<file path="config.mk">
export PLATFORM = sky130hd
export DESIGN_NAME = pci_cfg_intack_vector
export DESIGN_NICKNAME = d
export VERILOG_FILES = /design/src/core/cfg_gen_pkg.sv /design/src/core/pci_cycle_if.sv /design/src/core/pci_cfg_intack_vector.sv /design/src/core/pci_addr_former.sv
export VERILOG_INCLUDE_DIRS = /design/src /design/src/core
export SDC_FILE = /design/constraint.sdc
export NUM_CORES = 1
export LEC_CHECK = 0
export ABC_AREA = 1
export BUFFER_PORTS_ARGS = -buffer_cell sky130_fd_sc_hd__buf_2
export CAP_MARGIN = 20
export CORE_MARGIN = 5
export CORE_UTILIZATION = 42
export DETAILED_ROUTE_END_ITERATION = 12
export MAX_ROUTING_LAYER = met4
export SLEW_MARGIN = 20
export SYNTH_ARGS = -nofsm -noshare
export SYNTH_HDL_FRONTEND = slang
export SYNTH_SLANG_ARGS = --single-unit
</file>
<file path="constraint.sdc">
create_clock -name REF_CLK_I -period 2.1 [get_ports REF_CLK_I]
set_input_delay 0.525 -clock REF_CLK_I [delete_from_list [all_inputs] [get_ports REF_CLK_I]]
set_output_delay 0.525 -clock REF_CLK_I [all_outputs]
set_load 0.01 [all_outputs]
</file>
<file path="src/core/cfg_gen_regs.svh">
// Purpose: Offsets, field positions and reset values of the register channel
// Assumes: Byte offsets as printed; 32-bit register words
// Notes:   Definitions only
`ifndef CFG_GEN_REGS_SVH
`define CFG_GEN_REGS_SVH
`define OFF_CFG_ADDR     12'h500
`define OFF_CFG_DATA     12'h504
`define OFF_INTACK       12'h508
`define OFF_PKT_PTR      12'h414
`define OFF_INT_FLAGS    12'h600
`define OFF_MISC         12'h608
`define CFG_ADDR_MASK    32'h00ff7ffd
`define CFG_TYPE_BIT     0
`define DEV_LSB          11
`define FUNC_LSB         8
`define REG_LSB          2
`define PKT_PTR_MASK     32'hfffffff0
`define INT_FLAGS_RESET  32'h00000c00
`define INT_RO_MASK      32'h00002f00
`define CMD_CFG_RD       4'ha
`define CMD_CFG_WR       4'hb
`define CMD_INTACK       4'h0
`endif

</file>
<file path="src/core/cfg_gen_pkg.sv">
// Purpose: Types shared by the register channel
// Assumes: Nothing
// Notes:   Types only
package cfg_gen_pkg;
    typedef enum logic [1:0] {
        XFER_NONE,
        XFER_CFG_RD,
        XFER_CFG_WR,
        XFER_INTACK
    } xfer_kind_t;
endpackage

</file>
<file path="src/core/pci_cycle_if.sv">
// Purpose: Request and answer between transfer control and address former
// Assumes: One clock
// Notes:   Carries one delayed transfer's descriptor
`timescale 1ns/1ps
`default_nettype none
interface pci_cycle_if;
    logic [31:0] cfg_addr;
    logic        is_intack;
    logic [31:0] local_addr;
    logic [31:0] pci_addr;
    modport ctrl (output cfg_addr, output is_intack, output local_addr, input pci_addr);
    modport fmt  (input cfg_addr, input is_intack, input local_addr, output pci_addr);
endinterface
`default_nettype wire

</file>
<file path="src/core/pci_cfg_intack_vector.sv">
// Purpose: Register channel turning local accesses into PCI config and intack cycles
// Assumes: Simple local-bus slave port and a simple PCI master request port
// Notes:   Delayed transfers answer with retry until the PCI side completes
// How it works
// - Type bit set gives a Type 1 cycle carrying the full address register.
// - Type bit clear gives a Type 0 cycle with one upper AD line asserted.
// - Device select n drives only AD line 16+n.
// - Type 0 drives AD15:11 zero, function, register number, AD1:0 zero.
// - Address register bit 15 always reads and acts as zero.
// - Local write or read of data register launches config write or read.
// - PCI-side writes of data register ignored, reads return zero.
// - Config cycles run delayed; local access completes after PCI cycle.
// - Register data passes without byte swapping.
// - Data register access with master enable clear ends in bus error.
// - Vector register access with master enable clear ends in bus error.
// - Vector read launches intack with byte enables from size and address.
// - Intack cycle carries the local access address.
// - Vector read retried until data latched, then returns captured vector.
// - Vector register writes ignored; PCI-side reads return zero.
// - Packet pointer keeps bits 31:4, reloaded on each fetched packet.
// - Interrupt flags stick until software writes one, except bits 13 and 11:8, which follow the level inputs; source untouched.
`timescale 1ns/1ps
`default_nettype none
`include "cfg_gen_regs.svh"
module pci_cfg_intack_vector (
    input  wire logic        REF_CLK_I,        // Bridge clock, 25 MHz
    input  wire logic        NRST_I,           // Global reset, active low
    input  wire logic        LB_REQ_I,         // Local access strobe
    input  wire logic        LB_WR_I,          // Local access is a write
    input  wire logic [31:0] LB_ADDR_I,        // Local byte address
    input  wire logic [1:0]  LB_SIZE_I,        // Local size lines
    input  wire logic [31:0] LB_WDATA_I,       // Local write data
    output logic             LB_ACK_O,         // Local access done
    output logic             LB_RETRY_O,       // Local access retried
    output logic             LB_BERR_O,        // Local access bus error
    output logic [31:0]      LB_RDATA_O,       // Local read data
    input  wire logic        PR_REQ_I,         // PCI-side register access strobe
    input  wire logic        PR_WR_I,          // PCI-side access is a write
    input  wire logic [11:0] PR_ADDR_I,        // PCI-side register offset
    input  wire logic [31:0] PR_WDATA_I,       // PCI-side write data
    output logic             PR_ACK_O,         // PCI-side access done
    output logic [31:0]      PR_RDATA_O,       // PCI-side read data
    input  wire logic        MASTER_EN_I,      // PCI master enable bit
    output logic             PCI_REQ_O,        // PCI cycle request, held until done
    output logic [3:0]       PCI_CMD_O,        // PCI bus command
    output logic [31:0]      PCI_ADDR_O,       // Address phase value
    output logic [3:0]       PCI_BE_O,         // Byte enables, active high
    output logic [31:0]      PCI_WDATA_O,      // Write data phase value
    input  wire logic        PCI_DONE_I,       // PCI cycle finished, one pulse
    input  wire logic [31:0] PCI_RDATA_I,      // Read data with done
    input  wire logic        PKT_LOAD_I,       // Command packet fetched, one pulse
    input  wire logic [31:0] PKT_NEXT_I,       // Next packet address from it
    input  wire logic [31:0] INT_EVENT_I,      // Interrupt condition pulses
    input  wire logic [31:0] INT_LEVEL_I,      // Read-only status levels
    output logic [31:0]      INT_FLAGS_O       // Interrupt flag register
);
    typedef struct packed {
        logic [31:0]              cfg_addr;
        logic [31:0]              cfg_data;
        logic [31:0]              vector;
        logic [31:0]              pkt_ptr;
        logic [31:0]              flags;
        cfg_gen_pkg::xfer_kind_t  kind;
        logic                     done;
        logic [31:0]              owner_addr;
        logic                     pci_req;
        logic [3:0]               pci_cmd;
        logic [31:0]              pci_addr;
        logic [3:0]               pci_be;
        logic [31:0]              pci_wdata;
        logic                     lb_ack;
        logic                     lb_retry;
        logic                     lb_berr;
        logic [31:0]              lb_rdata;
        logic                     pr_ack;
        logic [31:0]              pr_rdata;
    } state_t;

    state_t q;
    state_t d;
    pci_cycle_if cyc ();

    ////////////////////////////////////////////////////////////////////////
    // Address former sees the live register, so a pending cycle latches it
    assign cyc.cfg_addr   = q.cfg_addr;
    assign cyc.is_intack  = (LB_ADDR_I[11:0] == `OFF_INTACK);
    assign cyc.local_addr = LB_ADDR_I;
    pci_addr_former u_fmt (
        .cyc (cyc.fmt)
    );

    // Byte enables from size lines and low address bits (00 means 4 bytes)
    function automatic logic [3:0] lane_enables(input logic [1:0] sz, input logic [1:0] a);
        logic [3:0] m;
        m = 4'h0;
        case (sz)
            2'h1:    m = 4'h1 << a;
            2'h2:    m = a[1] ? 4'hc : 4'h3;
            2'h3:    m = a[0] ? 4'he : 4'h7;
            default: m = 4'hf;
        endcase
        return m;
    endfunction

    logic        lb_cfg_data;
    logic        lb_intack;
    logic        same_owner;
    logic [31:0] flag_clr;
    assign lb_cfg_data = LB_ADDR_I[11:0] == `OFF_CFG_DATA;
    assign lb_intack   = LB_ADDR_I[11:0] == `OFF_INTACK;
    assign same_owner  = LB_ADDR_I == q.owner_addr;

    ////////////////////////////////////////////////////////////////////////
    // Next state
    always_comb begin
        d = q;
        d.lb_ack   = 1'b0;
        d.lb_retry = 1'b0;
        d.lb_berr  = 1'b0;
        d.pr_ack   = 1'b0;
        flag_clr   = 32'h0;
        // PCI cycle completion latches data and frees the request
        if (q.pci_req && PCI_DONE_I) begin
            d.pci_req = 1'b0;
            d.done    = 1'b1;
            if (q.kind == cfg_gen_pkg::XFER_CFG_RD) begin
                d.cfg_data = PCI_RDATA_I;
            end
            if (q.kind == cfg_gen_pkg::XFER_INTACK) begin
                d.vector = PCI_RDATA_I;
            end
        end
        // Local-bus slave
        if (LB_REQ_I) begin
            if ((lb_cfg_data || lb_intack) && !MASTER_EN_I) begin
                d.lb_berr = 1'b1;
            end else if (lb_intack && LB_WR_I) begin
                d.lb_ack = 1'b1;
            end else if (lb_cfg_data || lb_intack) begin
                if (q.kind == cfg_gen_pkg::XFER_NONE) begin
                    // Launch, then retry until the PCI side completes
                    d.lb_retry   = 1'b1;
                    d.owner_addr = LB_ADDR_I;
                    d.pci_req    = 1'b1;
                    d.pci_addr   = cyc.pci_addr;
                    d.pci_wdata  = LB_WDATA_I;
                    d.done       = 1'b0;
                    if (lb_intack) begin
                        d.kind    = cfg_gen_pkg::XFER_INTACK;
                        d.pci_cmd = `CMD_INTACK;
                        d.pci_be  = lane_enables(LB_SIZE_I, LB_ADDR_I[1:0]);
                    end else begin
                        d.kind    = LB_WR_I ? cfg_gen_pkg::XFER_CFG_WR : cfg_gen_pkg::XFER_CFG_RD;
                        d.pci_cmd = LB_WR_I ? `CMD_CFG_WR : `CMD_CFG_RD;
                        d.pci_be  = 4'hf;
                        if (LB_WR_I) begin
                            d.cfg_data = LB_WDATA_I;
                        end
                    end
                end else if (q.done && same_owner &&
                             ((q.kind == cfg_gen_pkg::XFER_CFG_WR) == LB_WR_I)) begin
                    // The repeated access picks up the finished result
                    d.lb_ack   = 1'b1;
                    d.lb_rdata = (q.kind == cfg_gen_pkg::XFER_INTACK) ? q.vector : q.cfg_data;
                    d.kind     = cfg_gen_pkg::XFER_NONE;
                    d.done     = 1'b0;
                end else begin
                    d.lb_retry = 1'b1;
                end
            end else begin
                d.lb_ack   = 1'b1;
                d.lb_rdata = 32'h0;
                case (LB_ADDR_I[11:0])
                    `OFF_CFG_ADDR: begin
                        if (LB_WR_I) d.cfg_addr = LB_WDATA_I & `CFG_ADDR_MASK;
                        d.lb_rdata = q.cfg_addr;
                    end
                    `OFF_PKT_PTR: begin
                        if (LB_WR_I) d.pkt_ptr = LB_WDATA_I & `PKT_PTR_MASK;
                        d.lb_rdata = q.pkt_ptr;
                    end
                    `OFF_INT_FLAGS: begin
                        if (LB_WR_I) flag_clr = LB_WDATA_I;
                        d.lb_rdata = q.flags;
                    end
                    default: d.lb_rdata = 32'h0;
                endcase
            end
        end
        // PCI-side slave: data and vector registers are dead from here
        if (PR_REQ_I) begin
            d.pr_ack   = 1'b1;
            d.pr_rdata = 32'h0;
            case (PR_ADDR_I)
                `OFF_CFG_ADDR: begin
                    if (PR_WR_I) d.cfg_addr = PR_WDATA_I & `CFG_ADDR_MASK;
                    d.pr_rdata = q.cfg_addr;
                end
                `OFF_PKT_PTR: begin
                    if (PR_WR_I) d.pkt_ptr = PR_WDATA_I & `PKT_PTR_MASK;
                    d.pr_rdata = q.pkt_ptr;
                end
                `OFF_INT_FLAGS: begin
                    if (PR_WR_I) flag_clr = flag_clr | PR_WDATA_I;
                    d.pr_rdata = q.flags;
                end
                default: d.pr_rdata = 32'h0;
            endcase
        end
        // Packet fetch overrides a same-cycle software write
        if (PKT_LOAD_I) begin
            d.pkt_ptr = PKT_NEXT_I & `PKT_PTR_MASK;
        end
        // Sticky flags: set wins over a write-one clear; levels just follow
        d.flags = (((q.flags & ~flag_clr) | INT_EVENT_I) & ~`INT_RO_MASK)
                  | (INT_LEVEL_I & `INT_RO_MASK);
    end

    ////////////////////////////////////////////////////////////////////////
    // State register
    always_ff @(posedge REF_CLK_I or negedge NRST_I) begin
        if (!NRST_I) begin
            q       <= '0;
            q.flags <= `INT_FLAGS_RESET;
        end else begin
            q <= d;
        end
    end

    // Every output straight from a flip-flop
    assign LB_ACK_O    = q.lb_ack;
    assign LB_RETRY_O  = q.lb_retry;
    assign LB_BERR_O   = q.lb_berr;
    assign LB_RDATA_O  = q.lb_rdata;
    assign PR_ACK_O    = q.pr_ack;
    assign PR_RDATA_O  = q.pr_rdata;
    assign PCI_REQ_O   = q.pci_req;
    assign PCI_CMD_O   = q.pci_cmd;
    assign PCI_ADDR_O  = q.pci_addr;
    assign PCI_BE_O    = q.pci_be;
    assign PCI_WDATA_O = q.pci_wdata;
    assign INT_FLAGS_O = q.flags;
endmodule
`default_nettype wire

</file>
<file path="src/core/pci_addr_former.sv">
// Purpose: Forms the PCI address phase value for config and intack cycles
// Assumes: Config address already has its hardwired zero bits cleared
// Notes:   Purely combinational
`timescale 1ns/1ps
`default_nettype none
`include "cfg_gen_regs.svh"
module pci_addr_former (
    pci_cycle_if.fmt cyc    // Descriptor in, address out
);
    logic [15:0] idsel;
    ////////////////////////////////////////////////////////////////////////
    // One-hot decode of the target device select
    always_comb begin
        idsel = 16'h0000;
        idsel[cyc.cfg_addr[`DEV_LSB +: 4]] = 1'b1;
    end
    // Type 1 passes the whole register, type 0 rebuilds it
    always_comb begin
        if (cyc.is_intack) begin
            cyc.pci_addr = cyc.local_addr;
        end else if (cyc.cfg_addr[`CFG_TYPE_BIT]) begin
            cyc.pci_addr = cyc.cfg_addr;
        end else begin
            cyc.pci_addr = {idsel, 5'h00, cyc.cfg_addr[`FUNC_LSB +: 3],
                            cyc.cfg_addr[`REG_LSB +: 6], 2'h0};
        end
    end
endmodule
`default_nettype wire

</file>
## After elaboration in Yosys (flattened, before gate mapping)

Cells that the tools add are included.
Widths: inputs -> output; s select.

| cells by class | value |
|---|---|
| $lt $le $gt $ge | 2 |
| equality and inequality tests | 18 |
| shift operators | 1 |
| multiplexer cells | 74 |
| bitwise operators | 7 |
| reductions and logical operators | 14 |

Operators by type and width:

| operator | number |
|---|---|
| $mux 32 | 39 |
| $mux 64 | 4 |
| $mux 106 | 2 |
| $pmux 32 s3 | 2 |
| $mux 141 | 1 |
| $mux 108 | 1 |
| $mux 105 | 1 |
| $eq 12x11->1 const B | 8 |
| $or 32x32->32 | 2 |
| $mux 33 | 1 |
| $and 32x32->32 | 1 |
| $eq 32x32->1 | 1 |
| $not 32->32 | 1 |
| $or 32x14->32 | 1 |
| $mux 4 | 4 |
| $reduce_and 5->1 | 3 |
| $mux 1 | 13 |
| $pmux 4 s3 | 1 |
| $eq 2x2->1 const B | 4 |
| $logic_and 1x1->1 | 6 |
| $mux 3 | 2 |
| $lt 4x5->1 const B | 1 |
| $demux 1 s4 | 1 |
| $eq 2x1->1 const B | 2 |
| other kinds (12) | 14 |

| word-level totals | value |
|---|---|
| bits in registers | 336 |
| bits of input ports | 247 |
| output and inout port bits | 173 |

## Longest topological paths before layout

| logic depth | value |
|---|---|
| depth in word-level cells | 14 |
| mapped depth | 14 |
| mapped depth without buffers | 13 |

## By module

A second synthesis with hierarchy kept.

| unflattened totals | value |
|---|---|
| cells, all modules | 2807 |
| area total of the unflattened synthesis | 19892.8 µm² |

By module, submodules not included:

| module | times used | cells each | area each (µm²) | sequential area each (µm²) |
|---|---|---|---|---|
| pci_cfg_intack_vector | 1 | 2632 | 19142.1 | 8360.5 |
| pci_addr_former | 1 | 175 | 750.7 | 0.0 |

## Worst setup path before layout

Ideal clock, no wire load.

| timing | value |
|---|---|
| path kind | input to register |
| from | input port LB_ADDR_I[1] |
| to | register q, in the netlist PCI_ADDR_O[19] |
| setup time | 0.117 ns |
| data arrival time | 1.813 ns |
| required time | 1.983 ns |
| path slack | 0.171 ns |
| cell stages on the path | 12 |
| path buffers | 1 |
| path through | nor2_1 nand3_2 nand2_1 nand2_4 clkinv_2 nand2_4 nor2_8 nand2_2 buf_6 or2_1 o21ai_1 inv_2 |

| on the way | value |
|---|---|
| longest elaborated chain between the ends | 5 |
| elaborated cells between the ends (all ways) | 9 |
| classes of those cells | eq/ne (2); mux (1); bitwise (2); reduce/logical (4) |

Ends and longest elaborated chain:

| item | RTL line | source |
|---|---|---|
| start, declared | pci_cfg_intack_vector.sv:30 | `input wire logic [31:0] LB_ADDR_I,` |
| $eq 12x11->1 (no line) | -- |  |
| $logic_or 1x1->1 | pci_cfg_intack_vector.sv:135, pci_cfg_intack_vector.sv:139 |  |
| $logic_and 1x1->1 | pci_cfg_intack_vector.sv:135 | `if ((lb_cfg_data \|\| lb_intack) && !MASTER_EN_I) begin` |
| $not 1->1 (no line) | -- |  |
| $reduce_and 5->1 (no line) | -- |  |
| end, declared | pci_cfg_intack_vector.sv:79 | `state_t q;` |

Parallel ways exist; a longest one is shown, timed or not.
A chain may end at the register's enable or synchronous reset.

## Worst setup path in the final report

| timing | value |
|---|---|
| from | register q[174] in the netlist's numbering |
| to | register q, in the netlist PCI_ADDR_O[12] |

| on the way | value |
|---|---|
| longest elaborated chain between the ends | 2 |

Ends and longest elaborated chain:

| item | RTL line | source |
|---|---|---|
| $logic_not 2->1 | pci_cfg_intack_vector.sv:140 | `if (q.kind == cfg_gen_pkg::XFER_NONE) begin` |
| $reduce_and 5->1 (no line) | -- |  |

No other way between the ends.

==> results.cfg <==
[critical_path]
cp-end-kind = register
start_kind = register
crit_path_cell_trace = buf_4 -> nor2_1 -> inv_1 -> nor3_4 -> buf_12 -> o211ai_1 -> o21ai_0 -> inv_1
path_class = reg2reg
worst-path-stages = 8
r2r_cells = 8
cp_top_family = buffers and inverters
cp_max_fo = 46
crit_top_cell = inv_1
critical_path.max_stage_delay_ns = 0.39
cp_slowest_cell = dfrtp_1
arrival_ns = 2.43
required_ns = 2.56
worst-path-buf-inv = 4

[logic_synthesis]
synth_top_area_share_pct = 44.1
synth_cells = 2502
syn_avg_cell_area_sq_um = 7.54
syn_area_sq_mm = 0.0189
seq_area_frac_synth_pct = 44.3
yosysTopAreaCell = dfrtp_1
ys_warn_count = 0
syn-num-nets = 2749
synth-seq-cells = 334
yosysUniqueCellTypes = 49
synth.area.top_cells = dfrtp_1 44%, nand2_1 14%, buf_4 6.8%, o21ai_0 5.9%, inv_1 5.8%

[floorplan]
pin_count = 420
core_area_sq_mm = 0.0443
dieArea_sq_mm = 0.0492
num_rows = 77
die-width_um = 222
fp.dieH_um = 222
start_util_pct = 42.6

[grt]
grt_pass1_vias = 18000
grt_use_total_pct = 31.8
grt_pass1_wl_mm = 116
grt-ovfl-total = 0
antenna_found_initial = 4
grt_start_max_net_pins = 66

[final_layout]
final_cell_area_sq_mm = 0.0235
final_util_pct = 53.0
num-fill-cells = 4404
area_growth_pct = 24.5
drive_above_1_share_pct = 26.0
layout.cells.non_filler = 3507
nets = 3125

[outcome]
status = finished, final reports clean

[timing]
fin_crit_sh_pct = 93.8
setup_viol = 0
maxSlewHeadroom_pct = 44.9
max_clock_freq_mhz = 508
tightestPinTransition_ns = 0.822
finClkSkew_ns = 0.0238
hold_viol = 0
finalCriticalPeriod_ns = 1.97
hold_ws_ns = 0.0436
drv_slew = 0

[place]
placed_cell_area_sq_mm = 0.0219
port-buffer-count = 382
dpl.hpwl_mm = 61.2
gp_congestion = 0.968
place_inst = 3427

[routing]
first_pass_iters = 5
drtIter0Drc = 1964
drcViolationCount = 0
avgViaCountPerCell = 5.35
num_vias = 18800
finalWirelength_mm = 78.7
antenna_left = 0
wl_per_cell_um = 22.4

[power]
power_density_mw_per_mm2 = 671
ir_worst_vdd_v = 0.000487
power.total_mw = 15.8
leakagePower_nw = 12.9

[clocking]
root_buffer = clkbuf_16
htreeDepth = 2
clockBufferDepth = 3
cts-buffers-inserted = 40
cts_sinks = 334
worstSkewPairLatency_ns = 0.58
cts_tree = done
clk_pin_slew_ns = 0.06

[job]
maxCapViolCount = 0

[worst_hold_path]
hold_path.class = in2reg
min_path_cells = 1
-- cell usage after synthesis, drive strengths merged --
master	number
o2111ai	29
xnor2	3
nor3	28
dfstp	2
dfrtp	332
o21bai	24
a32oi	3
xor2	2
nor3b	2
o21ai	278
o31ai	3
o211ai	63
nand3b	5
or2	10
nor2	160
conb	1
nand4	48
nor4	1
clkinv	5
a31o	5
buf	219
o21a	9
o22ai	8
mux2	16
o221ai	3
nand3	98
inv	295
a31oi	2
clkbuf	70
nand2	726
a22oi	1
a21oi	51
-- worst paths after layout --
check / from / slack [ns] / endpoint
max: q[174] / 0.13 / PCI_ADDR_O[12]
min: INT_LEVEL_I[10] / 0.04 / INT_FLAGS_O[10]
max reg2reg: q[174] / 0.13 / PCI_ADDR_O[12]
min reg2reg: LB_RDATA_O[13] / 0.47 / LB_RDATA_O[13]
max in group asynchronous: NRST_I / 0.95 / q[289]
min in group asynchronous: NRST_I / 0.44 / PCI_WDATA_O[4]
-- repair_timing --
action | 4_1_cts | 5_1_grt
resized for setup | 0 | 8
hold buffers | 1 | 0
buffers inserted | 0 | 0
endpoints found under the hold margin | 30 | 0
setup endpoints to repair | 0 | 32
-- report_power, final --
group | total, mW | internal (mW) | switching, mW
clock | 7.90 | 4.92 | 2.98
combinational | 1.30 | 0.473 | 0.827
sequential | 6.57 | 6.52 | 0.0542
total | 15.8 | 11.9 | 3.86
-- registers in the layout (all words and copies together), names as in the netlist, 2 cells and up --
signal        flops
INT_FLAGS_O      32
LB_RDATA_O       32
PCI_ADDR_O       32
PCI_BE_O          4
PCI_CMD_O         2
PCI_WDATA_O      32
PR_RDATA_O       32
cyc.cfg_addr     32
q               131
-- logic make-up (layout without fill, tap and decap cells) --
family	after synthesis	count (layout)	share of synthesized area (%)
AO/OA/AOI/OAI	479	479	14.9
XOR/XNOR	5	5	0.232
buffers and inverters	589	997	15.6
flip-flops	334	334	44.3
multiplexers	16	16	0.955
other	1	6	0.0199
AND/OR/NAND/NOR	1078	1078	24.0
-- layout make-up --
class | count | area [sq um] | share of cell area [%]
antenna | 5 | 12.5 | 0.0533
clock buffer | 59 | 1220 | 5.22
clock inverter | 15 | 272 | 1.16
inverter | 300 | 1130 | 4.80
multi-input combinational | 1579 | 7610 | 32.4
sequential | 334 | 8360 | 35.6
tap | 592 | 741 | 3.15
timing repair buffer | 623 | 4130 | 17.6
-- metrics by stage --
step / setup WS, ns / TNS [ns]
finish: 0.130 / 0
global route: -0.00812 / -0.0149
CTS: 0.0506 / 0
detailed placement: -0.495 / -48.80
global placement: -0.505 / -44.18
floorplan: 0.171 / 0
-- layer usage --
layer / GRT usage [%] / up-vias / share of wire (%)
li1: - / 8678 / -
met4: 9.31 / 0 / 3.0
met5: - / - / 0
met1: 44.8 / 8985 / 44
met2: 46.8 / 997 / 44
met3: 6.26 / 118 / 9.4
-- placed cells by master (no fill, tap or decap), types with 4 or more instances in the layout --
master / Yosys / layout
o2111ai_1: 29 / 29
nand3b_1: 5 / 5
a21oi_1: 50 / 50
or2_2: 8 / 8
clkbuf_8: 0 / 11
mux2_2: 16 / 16
nand2_1: 720 / 717
dfrtp_1: 332 / 332
o21a_1: 9 / 9
clkbuf_1: 70 / 6
o21ai_1: 56 / 57
o211ai_1: 63 / 63
clkbuf_16: 0 / 42
diode_2: 0 / 5
nand3_2: 3 / 5
bufinv_16: 0 / 7
nand2_2: 4 / 6
nand4_1: 48 / 48
clkinv_2: 1 / 5
inv_1: 289 / 289
nor3_1: 24 / 24
clkinv_1: 4 / 4
o21ai_0: 222 / 221
nor2_1: 156 / 152
inv_2: 6 / 6
buf_2: 36 / 381
a31o_2: 5 / 5
buf_12: 0 / 32
o22ai_1: 8 / 8
buf_4: 172 / 208
o21bai_1: 24 / 24
nand3_1: 92 / 90
Power figures use the tool's default switching activity.
